File: config.mk
export PLATFORM = sky130hd
export DESIGN_NAME = temp_conv_ctrl
export DESIGN_NICKNAME = d
export VERILOG_FILES = /design/src/rtl/tmon_pkg.sv /design/src/rtl/addr_pin_resolve.sv /design/src/rtl/avg_accum.sv /design/src/rtl/temp_conv_ctrl.sv
export SDC_FILE = /design/constraint.sdc
export NUM_CORES = 1
export LEC_CHECK = 0
export BUFFER_PORTS_ARGS = -buffer_cell sky130_fd_sc_hd__buf_2
export CORE_UTILIZATION = 45
export CTS_CLUSTER_SIZE = 28
export DETAILED_ROUTE_END_ITERATION = 8
export SYNTH_ARGS = -nofsm -noshare
export SYNTH_HDL_FRONTEND = slang
export SYNTH_SLANG_ARGS = --single-unit
File: constraint.sdc
create_clock -name SYS_CLK -period 6.13 [get_ports SYS_CLK]
set_input_delay 0.613 -clock SYS_CLK [delete_from_list [all_inputs] [get_ports SYS_CLK]]
set_output_delay 0.613 -clock SYS_CLK [all_outputs]
set_load 0.005 [all_outputs]
File: src/rtl/tmon_pkg.sv
/*
  Shared constants and carrier types for the two-channel temperature
  conversion controller. Assumes a 200 MHz system clock.
*/
// Function
// - Free-running conversions only when standby input high and sw_standby_bit low.
// - One-shot command starts one conversion of both channels.
// - Conversion rate register sets the free-running interval.
// - Each conversion measures remote then local sensor, about 60 ms per sensor.
// - Results stored as 8-bit two's complement values.
// - Stored results compared with limits; outcome kept as status flags.
// - Out-of-limit result drives open-drain alert low.
// - Both channels measured; both results update together on completion.
// - Address select pins latched at start of every conversion.
// - Each address pin resolves to low, high or unconnected.
// - Each result is the average of 10 measurement cycles.
// - No clock-low timeout; transactions never aborted for long clock low.
// - Hardware standby low inhibits conversions and ignores one-shot.
// - One-shot still converts both channels in software standby.
// - Hardware standby mid-conversion aborts it; results stay unchanged.
// - Address pins also latched at power-up.
`default_nettype none
package tmon_pkg;

  // ----------------------------------------
  // Timing
  // ----------------------------------------
  localparam int CLK_MHZ           = 200;
  localparam int MEAS_TIME_MS      = 60;
  localparam int MEAS_CYCLES       = MEAS_TIME_MS * 1000 * CLK_MHZ;
  localparam int AVG_COUNT         = 10;
  localparam int RATE_BASE_MS      = 125;
  localparam int RATE_BASE_CYCLES  = RATE_BASE_MS * 1000 * CLK_MHZ;

  // ----------------------------------------
  // Reset values and maximum rate
  // ----------------------------------------
  localparam logic [7:0] RATE_RESET   = 8'h02;
  localparam logic [7:0] HI_LIM_RESET = 8'h7F;
  localparam logic [7:0] LO_LIM_RESET = 8'hC9;
  localparam logic [7:0] RATE_MAX     = 8'h07;

  // ----------------------------------------
  // Status bit positions
  // ----------------------------------------
  localparam int ST_BUSY  = 7;
  localparam int ST_LHIGH = 6;
  localparam int ST_LLOW  = 5;
  localparam int ST_RHIGH = 4;
  localparam int ST_RLOW  = 3;

  typedef enum logic [1:0] {
    PIN_LOW  = 2'b00,
    PIN_HIGH = 2'b01,
    PIN_OPEN = 2'b10
  } pin_level_t;

  typedef enum logic [1:0] {
    ST_IDLE   = 2'b00,
    ST_REMOTE = 2'b01,
    ST_LOCAL  = 2'b10
  } conv_state_t;

  typedef struct packed {
    logic [7:0] local_high;
    logic [7:0] local_low;
    logic [7:0] remote_high;
    logic [7:0] remote_low;
  } limits_t;

  typedef struct packed {
    logic [7:0] local_temp;
    logic [7:0] remote_temp;
  } results_t;

endpackage : tmon_pkg
`default_nettype wire

File: src/rtl/addr_pin_resolve.sv
/*
  Resolves one three-level address pin from a drive-high and a drive-low
  probe sample. Assumes the front end gives both samples per probe.
*/
`default_nettype none
module addr_pin_resolve (
  input  wire  logic                   clk,
  input  wire  logic                   rst_n,
  input  wire  logic                   sample,
  input  wire  logic                   probe_up,
  input  wire  logic                   probe_down,
  output var   tmon_pkg::pin_level_t   level
);
  // Pin follows both weak probes only when floating
  always_ff @(posedge clk) begin
    if (!rst_n) begin
      level <= tmon_pkg::PIN_LOW;
    end else if (sample) begin
      if (probe_up && !probe_down) begin
        level <= tmon_pkg::PIN_OPEN;
      end else if (probe_up) begin
        level <= tmon_pkg::PIN_HIGH;
      end else begin
        level <= tmon_pkg::PIN_LOW;
      end
    end
  end
endmodule : addr_pin_resolve
`default_nettype wire

File: src/rtl/avg_accum.sv
/*
  Averages AVG samples of a signed 8-bit converter value. Assumes
  one sample strobe per measurement cycle.
*/
`default_nettype none
module avg_accum #(
  parameter int AVG = tmon_pkg::AVG_COUNT
) (
  input  wire  logic              clk,
  input  wire  logic              rst_n,
  input  wire  logic              clear,
  input  wire  logic              strobe,
  input  wire  logic signed [7:0] sample,
  output logic signed [7:0]       mean
);
  logic signed [15:0] acc;

  always_ff @(posedge clk) begin
    if (!rst_n || clear) begin
      acc <= 16'sh0000;
    end else if (strobe) begin
      acc <= acc + 16'(sample);
    end
  end

  // Truncating divide keeps the result in range; costs up to 1 LSB
  always_ff @(posedge clk) begin
    if (!rst_n) begin
      mean <= 8'sh00;
    end else begin
      mean <= 8'(acc / 16'(AVG));
    end
  end
endmodule : avg_accum
`default_nettype wire

File: src/rtl/temp_conv_ctrl.sv
/*
  Conversion sequencer for a two-channel temperature monitor: timing,
  averaging, result storage, limit compare and alert. Assumes the serial
  slave decodes commands into the plain control ports here, and that the
  analog converter presents one sample per ADC_STROBE.
*/
`default_nettype none
module temp_conv_ctrl #(
  parameter int MEAS_CYCLES      = tmon_pkg::MEAS_CYCLES,
  parameter int RATE_BASE_CYCLES = tmon_pkg::RATE_BASE_CYCLES,
  parameter int AVG              = tmon_pkg::AVG_COUNT
) (
  input  wire  logic                  SYS_CLK,
  input  wire  logic                  NRST,
  input  wire  logic                  HW_STANDBY_INPUT_N,
  input  wire  logic                  SW_STANDBY_BIT,
  input  wire  logic                  ALERT_MASK,
  input  wire  logic                  ONE_SHOT,
  input  wire  logic [7:0]            CONV_RATE,
  input  wire  tmon_pkg::limits_t     LIMITS,
  input  wire  logic                  ADC_STROBE,
  input  wire  logic [7:0]            ADC_SAMPLE,
  input  wire  logic                  ADDR_SELECT_PIN_A_UP,
  input  wire  logic                  ADDR_SELECT_PIN_A_DOWN,
  input  wire  logic                  ADDR_SELECT_PIN_B_UP,
  input  wire  logic                  ADDR_SELECT_PIN_B_DOWN,
  output logic                        ADDR_PROBE,
  output tmon_pkg::pin_level_t        ADDR_A,
  output tmon_pkg::pin_level_t        ADDR_B,
  output logic                        SENSE_REMOTE,
  output logic                        SENSE_LOCAL,
  output tmon_pkg::results_t          RESULTS,
  output logic [7:0]                  STATUS,
  output logic                        ALERT_OUT,
  output logic                        ALERT_OE
);
  // ----------------------------------------
  // State
  // ----------------------------------------
  tmon_pkg::conv_state_t state;
  logic [31:0]           meas_cnt;
  logic [31:0]           period_cnt;
  logic [3:0]            samples;
  logic                  por_probe;
  logic                  start;
  logic                  chan_done;
  logic                  acc_clear;
  logic signed [7:0]     mean;
  logic                  store_local;
  logic [7:0]            remote_hold;
  logic                  fault;
  logic                  free_run;
  tmon_pkg::pin_level_t  lvl_a;
  tmon_pkg::pin_level_t  lvl_b;
  logic                  mean_ready;
  logic                  remote_settled;
  logic                  local_settled;
  logic                  take_sample;

  function automatic logic [31:0] rate_period(input logic [7:0] rate);
    logic [7:0] r;
    r = (rate > tmon_pkg::RATE_MAX) ? tmon_pkg::RATE_MAX : rate;
    // Period halves per step from 16 base units at rate 0
    rate_period = 32'(RATE_BASE_CYCLES) << (4'd7 - r[3:0]) >> 3;
  endfunction : rate_period

  assign free_run  = HW_STANDBY_INPUT_N && !SW_STANDBY_BIT;
  // One-shot honoured in software standby, never under hardware standby
  assign start     = (state == tmon_pkg::ST_IDLE) && HW_STANDBY_INPUT_N
                     && (ONE_SHOT || (free_run && period_cnt == 32'h0000_0000));
  assign chan_done = (state != tmon_pkg::ST_IDLE)
                     && (meas_cnt == 32'(MEAS_CYCLES - 1)) && mean_ready;
  assign acc_clear = start || chan_done;
  // Converter lags the sense switch by a cycle; a sample from the old sensor is dropped
  assign take_sample = ADC_STROBE && (samples != 4'(AVG))
                       && ((state == tmon_pkg::ST_REMOTE && remote_settled)
                       || (state == tmon_pkg::ST_LOCAL && local_settled));

  // ----------------------------------------
  // Rate timer
  // ----------------------------------------
  always_ff @(posedge SYS_CLK) begin
    if (!NRST) begin
      period_cnt <= 32'h0000_0000;
    end else if (start) begin
      period_cnt <= rate_period(CONV_RATE) - 32'h0000_0001;
    end else if (period_cnt != 32'h0000_0000) begin
      period_cnt <= period_cnt - 32'h0000_0001;
    end
  end

  // ----------------------------------------
  // Sequencer
  // ----------------------------------------
  always_ff @(posedge SYS_CLK) begin
    if (!NRST) begin
      state <= tmon_pkg::ST_IDLE;
    end else if (!HW_STANDBY_INPUT_N) begin
      state <= tmon_pkg::ST_IDLE;
    end else begin
      case (state)
        tmon_pkg::ST_IDLE: begin
          if (start) begin
            state <= tmon_pkg::ST_REMOTE;
          end
        end
        tmon_pkg::ST_REMOTE: begin
          if (chan_done) begin
            state <= tmon_pkg::ST_LOCAL;
          end
        end
        tmon_pkg::ST_LOCAL: begin
          if (chan_done) begin
            state <= tmon_pkg::ST_IDLE;
          end
        end
        default: begin
          state <= tmon_pkg::ST_IDLE;
        end
      endcase
    end
  end

  // Channel window counter; the slot may outlast the needed samples
  always_ff @(posedge SYS_CLK) begin
    if (!NRST || acc_clear || state == tmon_pkg::ST_IDLE) begin
      meas_cnt   <= 32'h0000_0000;
      samples    <= 4'h0;
      mean_ready <= 1'b0;
    end else begin
      if (meas_cnt != 32'(MEAS_CYCLES - 1)) begin
        meas_cnt <= meas_cnt + 32'h0000_0001;
      end
      if (take_sample) begin
        samples <= samples + 4'h1;
      end
      // Averager output lags the last sample by one cycle
      mean_ready <= (samples == 4'(AVG));
    end
  end

  always_ff @(posedge SYS_CLK) begin
    if (!NRST) begin
      SENSE_REMOTE <= 1'b0;
      SENSE_LOCAL  <= 1'b0;
    end else begin
      SENSE_REMOTE <= HW_STANDBY_INPUT_N && (start || (state == tmon_pkg::ST_REMOTE && !chan_done));
      SENSE_LOCAL  <= HW_STANDBY_INPUT_N && ((state == tmon_pkg::ST_LOCAL && !chan_done)
                      || (state == tmon_pkg::ST_REMOTE && chan_done));
    end
  end

  // One cycle of sense history marks samples that belong to this channel
  always_ff @(posedge SYS_CLK) begin
    if (!NRST) begin
      remote_settled <= 1'b0;
      local_settled  <= 1'b0;
    end else begin
      remote_settled <= SENSE_REMOTE;
      local_settled  <= SENSE_LOCAL;
    end
  end

  avg_accum #(
    .AVG (AVG)
  ) u_avg (
    .clk    (SYS_CLK),
    .rst_n  (NRST),
    .clear  (acc_clear),
    .strobe (take_sample),
    .sample (ADC_SAMPLE),
    .mean   (mean)
  );

  // ----------------------------------------
  // Result storage
  // ----------------------------------------
  // Mean settles one cycle after the last sample; it is taken at chan_done
  always_ff @(posedge SYS_CLK) begin
    if (!NRST) begin
      remote_hold <= 8'h00;
      store_local <= 1'b0;
      RESULTS     <= '0;
    end else begin
      store_local <= 1'b0;
      if (chan_done && state == tmon_pkg::ST_REMOTE && HW_STANDBY_INPUT_N) begin
        remote_hold <= mean;
      end
      if (chan_done && state == tmon_pkg::ST_LOCAL && HW_STANDBY_INPUT_N) begin
        // Both channels land together, never one at a time
        RESULTS.local_temp  <= mean;
        RESULTS.remote_temp <= remote_hold;
        store_local         <= 1'b1;
      end
    end
  end

  // ----------------------------------------
  // Limit compare and status
  // ----------------------------------------
  always_ff @(posedge SYS_CLK) begin
    if (!NRST) begin
      STATUS <= 8'h00;
    end else begin
      STATUS[tmon_pkg::ST_BUSY] <= (state != tmon_pkg::ST_IDLE);
      if (store_local) begin
        STATUS[tmon_pkg::ST_LHIGH] <= $signed(RESULTS.local_temp)  > $signed(LIMITS.local_high);
        STATUS[tmon_pkg::ST_LLOW]  <= $signed(RESULTS.local_temp)  < $signed(LIMITS.local_low);
        STATUS[tmon_pkg::ST_RHIGH] <= $signed(RESULTS.remote_temp) > $signed(LIMITS.remote_high);
        STATUS[tmon_pkg::ST_RLOW]  <= $signed(RESULTS.remote_temp) < $signed(LIMITS.remote_low);
      end
    end
  end

  assign fault = |STATUS[tmon_pkg::ST_LHIGH:tmon_pkg::ST_RLOW];

  // Open drain: only ever pulls low, never drives high
  always_ff @(posedge SYS_CLK) begin
    if (!NRST) begin
      ALERT_OUT <= 1'b0;
      ALERT_OE  <= 1'b0;
    end else begin
      ALERT_OUT <= 1'b0;
      ALERT_OE  <= fault && !ALERT_MASK;
    end
  end

  // ----------------------------------------
  // Address pin latch
  // ----------------------------------------
  always_ff @(posedge SYS_CLK) begin
    if (!NRST) begin
      por_probe  <= 1'b1;
      ADDR_PROBE <= 1'b0;
    end else begin
      por_probe  <= 1'b0;
      ADDR_PROBE <= por_probe || start;
    end
  end

  addr_pin_resolve u_pin_a (
    .clk        (SYS_CLK),
    .rst_n      (NRST),
    .sample     (ADDR_PROBE),
    .probe_up   (ADDR_SELECT_PIN_A_UP),
    .probe_down (ADDR_SELECT_PIN_A_DOWN),
    .level      (lvl_a)
  );

  addr_pin_resolve u_pin_b (
    .clk        (SYS_CLK),
    .rst_n      (NRST),
    .sample     (ADDR_PROBE),
    .probe_up   (ADDR_SELECT_PIN_B_UP),
    .probe_down (ADDR_SELECT_PIN_B_DOWN),
    .level      (lvl_b)
  );

  always_ff @(posedge SYS_CLK) begin
    if (!NRST) begin
      ADDR_A <= tmon_pkg::PIN_LOW;
      ADDR_B <= tmon_pkg::PIN_LOW;
    end else begin
      ADDR_A <= lvl_a;
      ADDR_B <= lvl_b;
    end
  end
endmodule : temp_conv_ctrl
`default_nettype wire

### Word level (Yosys, flattened, before mapping)

Cells that the tools add are included.

| storage, ports and cells | value |
|---|---|
| register bits | 140 |
| logic and storage cells | 102 |
| output and inout port bits | 33 |

| operators by class | value |
|---|---|
| order comparisons | 5 |
| div/mod/pow operators | 1 |
| equality and inequality tests | 9 |
| $add $sub $neg | 6 |
| reduce and logical (&&, ||, !) cells | 43 |
| muxes and demuxes | 13 |
| shifts and indexed selects | 1 |

Operators with widths:

| operator | count |
|---|---|
| 2-to-1 mux 32 bit | 2 |
| adder 32 x 1 -> 32 bit, second input constant | 1 |
| equality test 32 x 24 -> 1 bit, second input constant | 1 |
| logical NOT 32 bit | 1 |
| inequality test 32 x 24 -> 1 bit, second input constant | 1 |
| nonzero test 32 bit | 1 |
| left shift 25 x 4 -> 32 bit, first input constant | 1 |
| subtractor 32 x 1 -> 32 bit, second input constant | 1 |
| subtractor 29 x 1 -> 30 bit, second input constant | 1 |
| logical AND 1 bit | 21 |
| adder 16 x 8 -> 16 bit | 1 |
| divider 16 x 5 -> 16 bit, second input constant | 1 |
| greater-than comparator 8 bit | 2 |
| < comparator 8 bit | 2 |
| 2-to-1 mux 2 bit | 5 |
| greater-than comparator 8 x 3 -> 1 bit, second input constant | 1 |
| logical OR 1 bit | 8 |
| logical NOT 1 bit | 6 |
| inequality test 2 bit, second input constant | 3 |
| one-hot mux 2 bit (3 select lines) | 1 |
| adder 4 x 1 -> 4 bit, second input constant | 1 |
| equality test 4 bit, second input constant | 1 |
| 2-to-1 mux 1 bit | 4 |
| 2-to-1 mux 4 bit | 1 |
| other kinds (9) | 10 |

### Longest topological paths before layout

| logic depth | value |
|---|---|
| word-level depth | 8 |
| gate-level depth with buffers | 28 |
| mapped depth without buffers | 24 |

### Hierarchy

From an unflattened synthesis, not the netlist that was laid out.

| unflattened totals | value |
|---|---|
| cells, all modules | 1165 |
| area total of the unflattened synthesis | 9409.0 sq um |

Modules (own cells, without submodules):

| module | times used | area each (sq um) | cells an instance |
|---|---|---|---|
| temp_conv_ctrl | 1 | 5953.2 | 709 |
| avg_accum | 1 | 3300.7 | 440 |
| addr_pin_resolve | 2 | 77.6 | 8 |

### Worst setup path before layout

No wires, ideal clock.

| timing path | value |
|---|---|
| kind | register to register |
| start point | reg u_avg.acc[1] |
| end point | reg u_avg.mean[4] |
| arrival time | 5.545 ns |
| slack | 0.506 ns |
| clock period less this slack | 5.624 ns |
| data required time | 6.051 ns |
| cell stages (with the launch flop) | 28 |
| path through | dfxtp_1 > inv_1 > ha_1 > or3b_1 > o41ai_4 > xnor2_1 > buf_4 > nand2_2 > a31o_2 > a311oi_1 > nand2_1 > o32a_1 > o211a_2 > and2_1 > buf_6 > o22a_4 > mux2i_1 > or2_1 > and4_1 > buf_4 > maj3_1 > nor2_1 > nor2_1 > ha_1 > nor2_1 > nand3_1 > o221a_2 > o211ai_1 |

| on the way | value |
|---|---|
| cells in the longest elaborated chain, start to end | 1 |

RTL lines:

| item | line | RTL |
|---|---|---|
| from (decl) | avg_accum.sv:16 | `logic signed [15:0] acc;` |
| from (signal assigned) | avg_accum.sv:22 | `acc <= acc + 16'(sample);` |
| divider 16 x 5 -> 16 bit | avg_accum.sv:31 | `mean <= 8'(acc / 16'(AVG));` |
| to (signal assigned) | avg_accum.sv:31 |  |
| to (decl) | avg_accum.sv:14 | `output logic signed [7:0] mean` |

No other way between the ends.
A chain may end at the register's enable or synchronous reset.

### Worst setup path after layout

| timing path | value |
|---|---|
| start point | reg u_avg.acc[8] |
| end point | reg u_avg.mean[4] |

Same word-level chain as after synthesis.

==> metrics.md <==
| Metric | Value |
|---|---|
| Post-DRT Antenna Nets | 0 |
| Crit path kind | reg2reg |
| Slew Viols, Final | 0 |
| H-tree depth | 4 |
| Final worst path period share | a little over nine tenths |
| Num ports | 92 |
| Worst Hold Depth | 2 |
| Setup violations, final | 0 |
| Net Sw Frac | 24.9% |
| Pint | 1.63 mW |
| Simple-gate area share of the yosys netlist | 25.2% |
| EDFF count, synth | 0 |
| Chip height | 151 um |
| Via count | 9512 |
| Post-route DRC | 0 |
| Synth cell types | 101 |
| Post-Syn Instances | 1293 |
| Max-cap check violation count | 0 |
| Clk buf depth | 2 |
| Fmax | 0.171 GHz |
| Vias/cell | 5.71 |
| CTS buffer count | 17 |
| Status | finished, final reports clean |
| Port Buf Inserts | 87 |
| Lkg Pwr | 4.55 nW |
| Gpl congestion | a little over 0.9 |
| # rows | 54 |
| Max FO, Critical Path | 8 |
| Synth top area cells | dfxtp_1 28%, ha_1 6.5%, nor2_1 5.6%, nand2_1 4.9%, a21oi_1 4.5% |
| Placed cells | 1633 |
| Worst-skew pair later-pin latency | 430 ps |
| Mapped Area | 10000 sq um |
| DRT Wirelength | 25700 um |
| Post-synthesis adder-cell area fraction | 6.81% |
| First-pass GRT wire length | 42000 um |
| Startpoint types | flop |
| Syn avg cell area | 7.74 sq um |
| CTS tree | done |
| Chip Width | 151 um |
| Hold Crit Class | in2reg |
| NetSw | between 500 and 600 uW |
| CTS sink cnt | 140 |
| Mean routed wirelength per cell | 15.4 um |
| Minimum clock period | 5850 ps |
| Overflow after GRT | 0 |
| Skew final | 20.0 ps |
| Pwr Total | ~2.2 mW |
| Tightest Pin Transition | roughly 1000 ps |
| Register area share after synthesis | 28.0% |
| Mux cell area share after synthesis | 2.31% |
| Initial Util | 45.8% |
| Final net count | 1486 |
| Yosys top cell area share | around 28% |
| Synth warnings | 0 |
| Critical path data required time | around 6500 ps |
| CP endpoint kind | flop |
| Hpwl dp | 19000 um |
| Synth Area in XOR/XNOR | 8.63% |
| Rel. slew slack | just under 30% |
| Sequential share of power | 44.0% |
| DR pass1 iterations | 5 |
| Arrival @ worst endpoint | 6190 ps |
| VDD IR max | 0.131 mV |
| Die footprint | 22800 sq um |
| Ys async rst share | 0% |
| Yosys top cell by area | dfxtp_1 |
| Fillers | 2117 |
| Worst-path clk slew | 70 ps |
| Clock network fraction of total power | a little under half |
| Comb pwr share | 8.9% |
| Clock Root Buffer | clkbuf_16 |
| Utilization after layout | 52.4% |
| Vias in the first global route | 8423 |
| Pin count of the biggest net entering global routing | 63 |
| Final Hold Viols | 0 |
| Ant diodes | 0 |
| Synthesis-stage register bit count | 140 |
| Total global-route track usage | between 20% and 30% |
| PD cells | 190 nW/um^2 |
| Initial DRC count | around 640 |
| Initial antenna violation count | 0 |
| Synth-to-Final Area Change | 14.3% |
| Commonest register cell after synthesis | dfxtp_1 |
| R2R depth | 23 |
| Share of cells above drive strength 1 | 16.4% |
| Core area | 21800 sq um |
| Largest family of logic cells by synthesized area | simple AND/OR/NAND/NOR gates |
| Synth Area in Compound Gates | 23.7% |
| Fin cells | about 1700 |
## final timing paths
| kind | start | endpoint | slack (ps) |
|---|---|---|---|
| worst max register to register | u_avg.acc[8] | u_avg.mean[4] | 280 |
| worst min register to register | u_pin_b.level[1] | ADDR_B[1] | 440 |
| worst max-delay path | u_avg.acc[8] | u_avg.mean[4] | 280 |
| worst min-delay path | ALERT_MASK | ALERT_OE | 350 |
## flip-flops by register name, indices dropped and copies added (netlist names), 4 cells and up
register	count
RESULTS	16
STATUS	5
meas_cnt	32
period_cnt	32
remote_hold	8
samples	4
u_avg.acc	16
u_avg.mean	8
## worst max-delay path, cell delays in order (launching register included)
cell      delay (ps)
dfxtp_1          420
or4_4            600
o41ai_4          410
buf_4            230
xor2_2           350
xnor2_1          250
o22ai_1          200
a211oi_2         260
nand2_1          120
o32a_1           350
o211a_2          170
and2_1           190
o22a_4           270
mux2i_1          120
or2_1            270
and4_1           300
maj3_1           380
nor2_1           140
nor2_1            70
ha_1             210
nor2_1           150
nand3_1           90
o221a_2          140
o211ai_1          80
## repair_timing
| action | in CTS | in global routing |
|---|---|---|
| buffers inserted | 0 | 1 |
| hold buffers | 0 | 0 |
| hold endpoints to repair | 0 | 0 |
| endpoints found under the setup margin | 0 | 4 |
| gates resized for setup | 0 | 11 |
## layout by cell type, fill, tap and decap left out, types with 6 or more instances in the layout
cell,netlist,final
o21a_1,8,7
and2_1,11,11
a31oi_1,14,14
nand2b_1,21,21
nor2_1,149,148
nor3b_1,6,6
nor3_1,46,46
dfxtp_1,140,140
buf_4,6,38
o21ai_0,61,61
nand3_1,43,42
xnor2_1,47,46
o211ai_1,20,20
or3_1,14,14
xor2_1,46,46
a211oi_1,14,14
clkbuf_16,0,17
buf_2,4,87
ha_1,52,52
o31ai_1,13,13
inv_1,55,55
o21bai_1,8,8
nor2b_1,17,17
a21boi_0,6,6
nand2_1,131,130
nand4_1,18,18
and3_1,8,8
nor4_1,21,20
o22ai_1,8,8
a21oi_2,5,6
a21oi_1,89,88
mux2i_1,17,17
a311oi_1,10,10
## cell type report
cell class                      instances  area [sq um]  share of cell area (%)
Timing Repair Buffer                  125           721                    6.31
Tap cell                              280           350                    3.07
Clock inverter                         13           141                    1.24
Multi-Input combinational cell       1034          6760                    59.2
Clock buffer                           19           443                    3.88
Inverter                               56           210                    1.84
Sequential cell                       140          2800                    24.5
## Yosys cell counts (all sizes together), types with 15 or more instances
master  count
buf        21
nand2     136
nor3       46
nor4       23
or3        15
ha         52
a21oi      94
nand4      18
nor2      153
xnor2      48
nand3      43
o211ai     21
o21ai      68
mux2i      19
nand2b     21
nor2b      17
xor2       48
clkbuf     46
inv        56
dfxtp     140
a211oi     18
## metrics by stage
stage	worst slack, ps	area, sq um	TNS (ps)	hold WS [ps]
after floorplan	506	10000	0	416
after global placement	261	10800	0	420
after detailed placement	172	10800	0	428
after CTS	154	11400	0	333
after global routing	-0.617	11400	-0.617	331
final	279	11400	0	347
## power by group through the flow
stage	Combinational [mW]	Sequential (mW)	Clock, mW
6_report	0.194	0.959	1.02
5_1_grt	0.221	0.962	1.08
4_1_cts	0.196	0.958	1.05
3_5_place_dp	0.194	0.978	0
3_3_place_gp	0.192	0.978	0
2_1_floorplan	0.145	0.974	0
## metal layers
metal	track usage (%)	part of all wire [%]	up-vias
met2	38.1	46	273
met1	29.4	47	4368
met5	0	0	-
li1	-	-	4827
met4	8.35	2.2	0
met3	4.01	4.2	44
## kinds of logic (layout without fill, tap and decap cells)
logic type               Yosys count  count (layout)
AND/OR/NAND/NOR                  520             520
multiplexers                      22              22
AO/OA/AOI/OAI                    337             337
adder cells (fa/ha/maj)           54              54
flip-flops                       140             140
buffers and inverters            123             213
XOR/XNOR                          96              97
other                              1               4
Power figures use the tool's default switching activity.
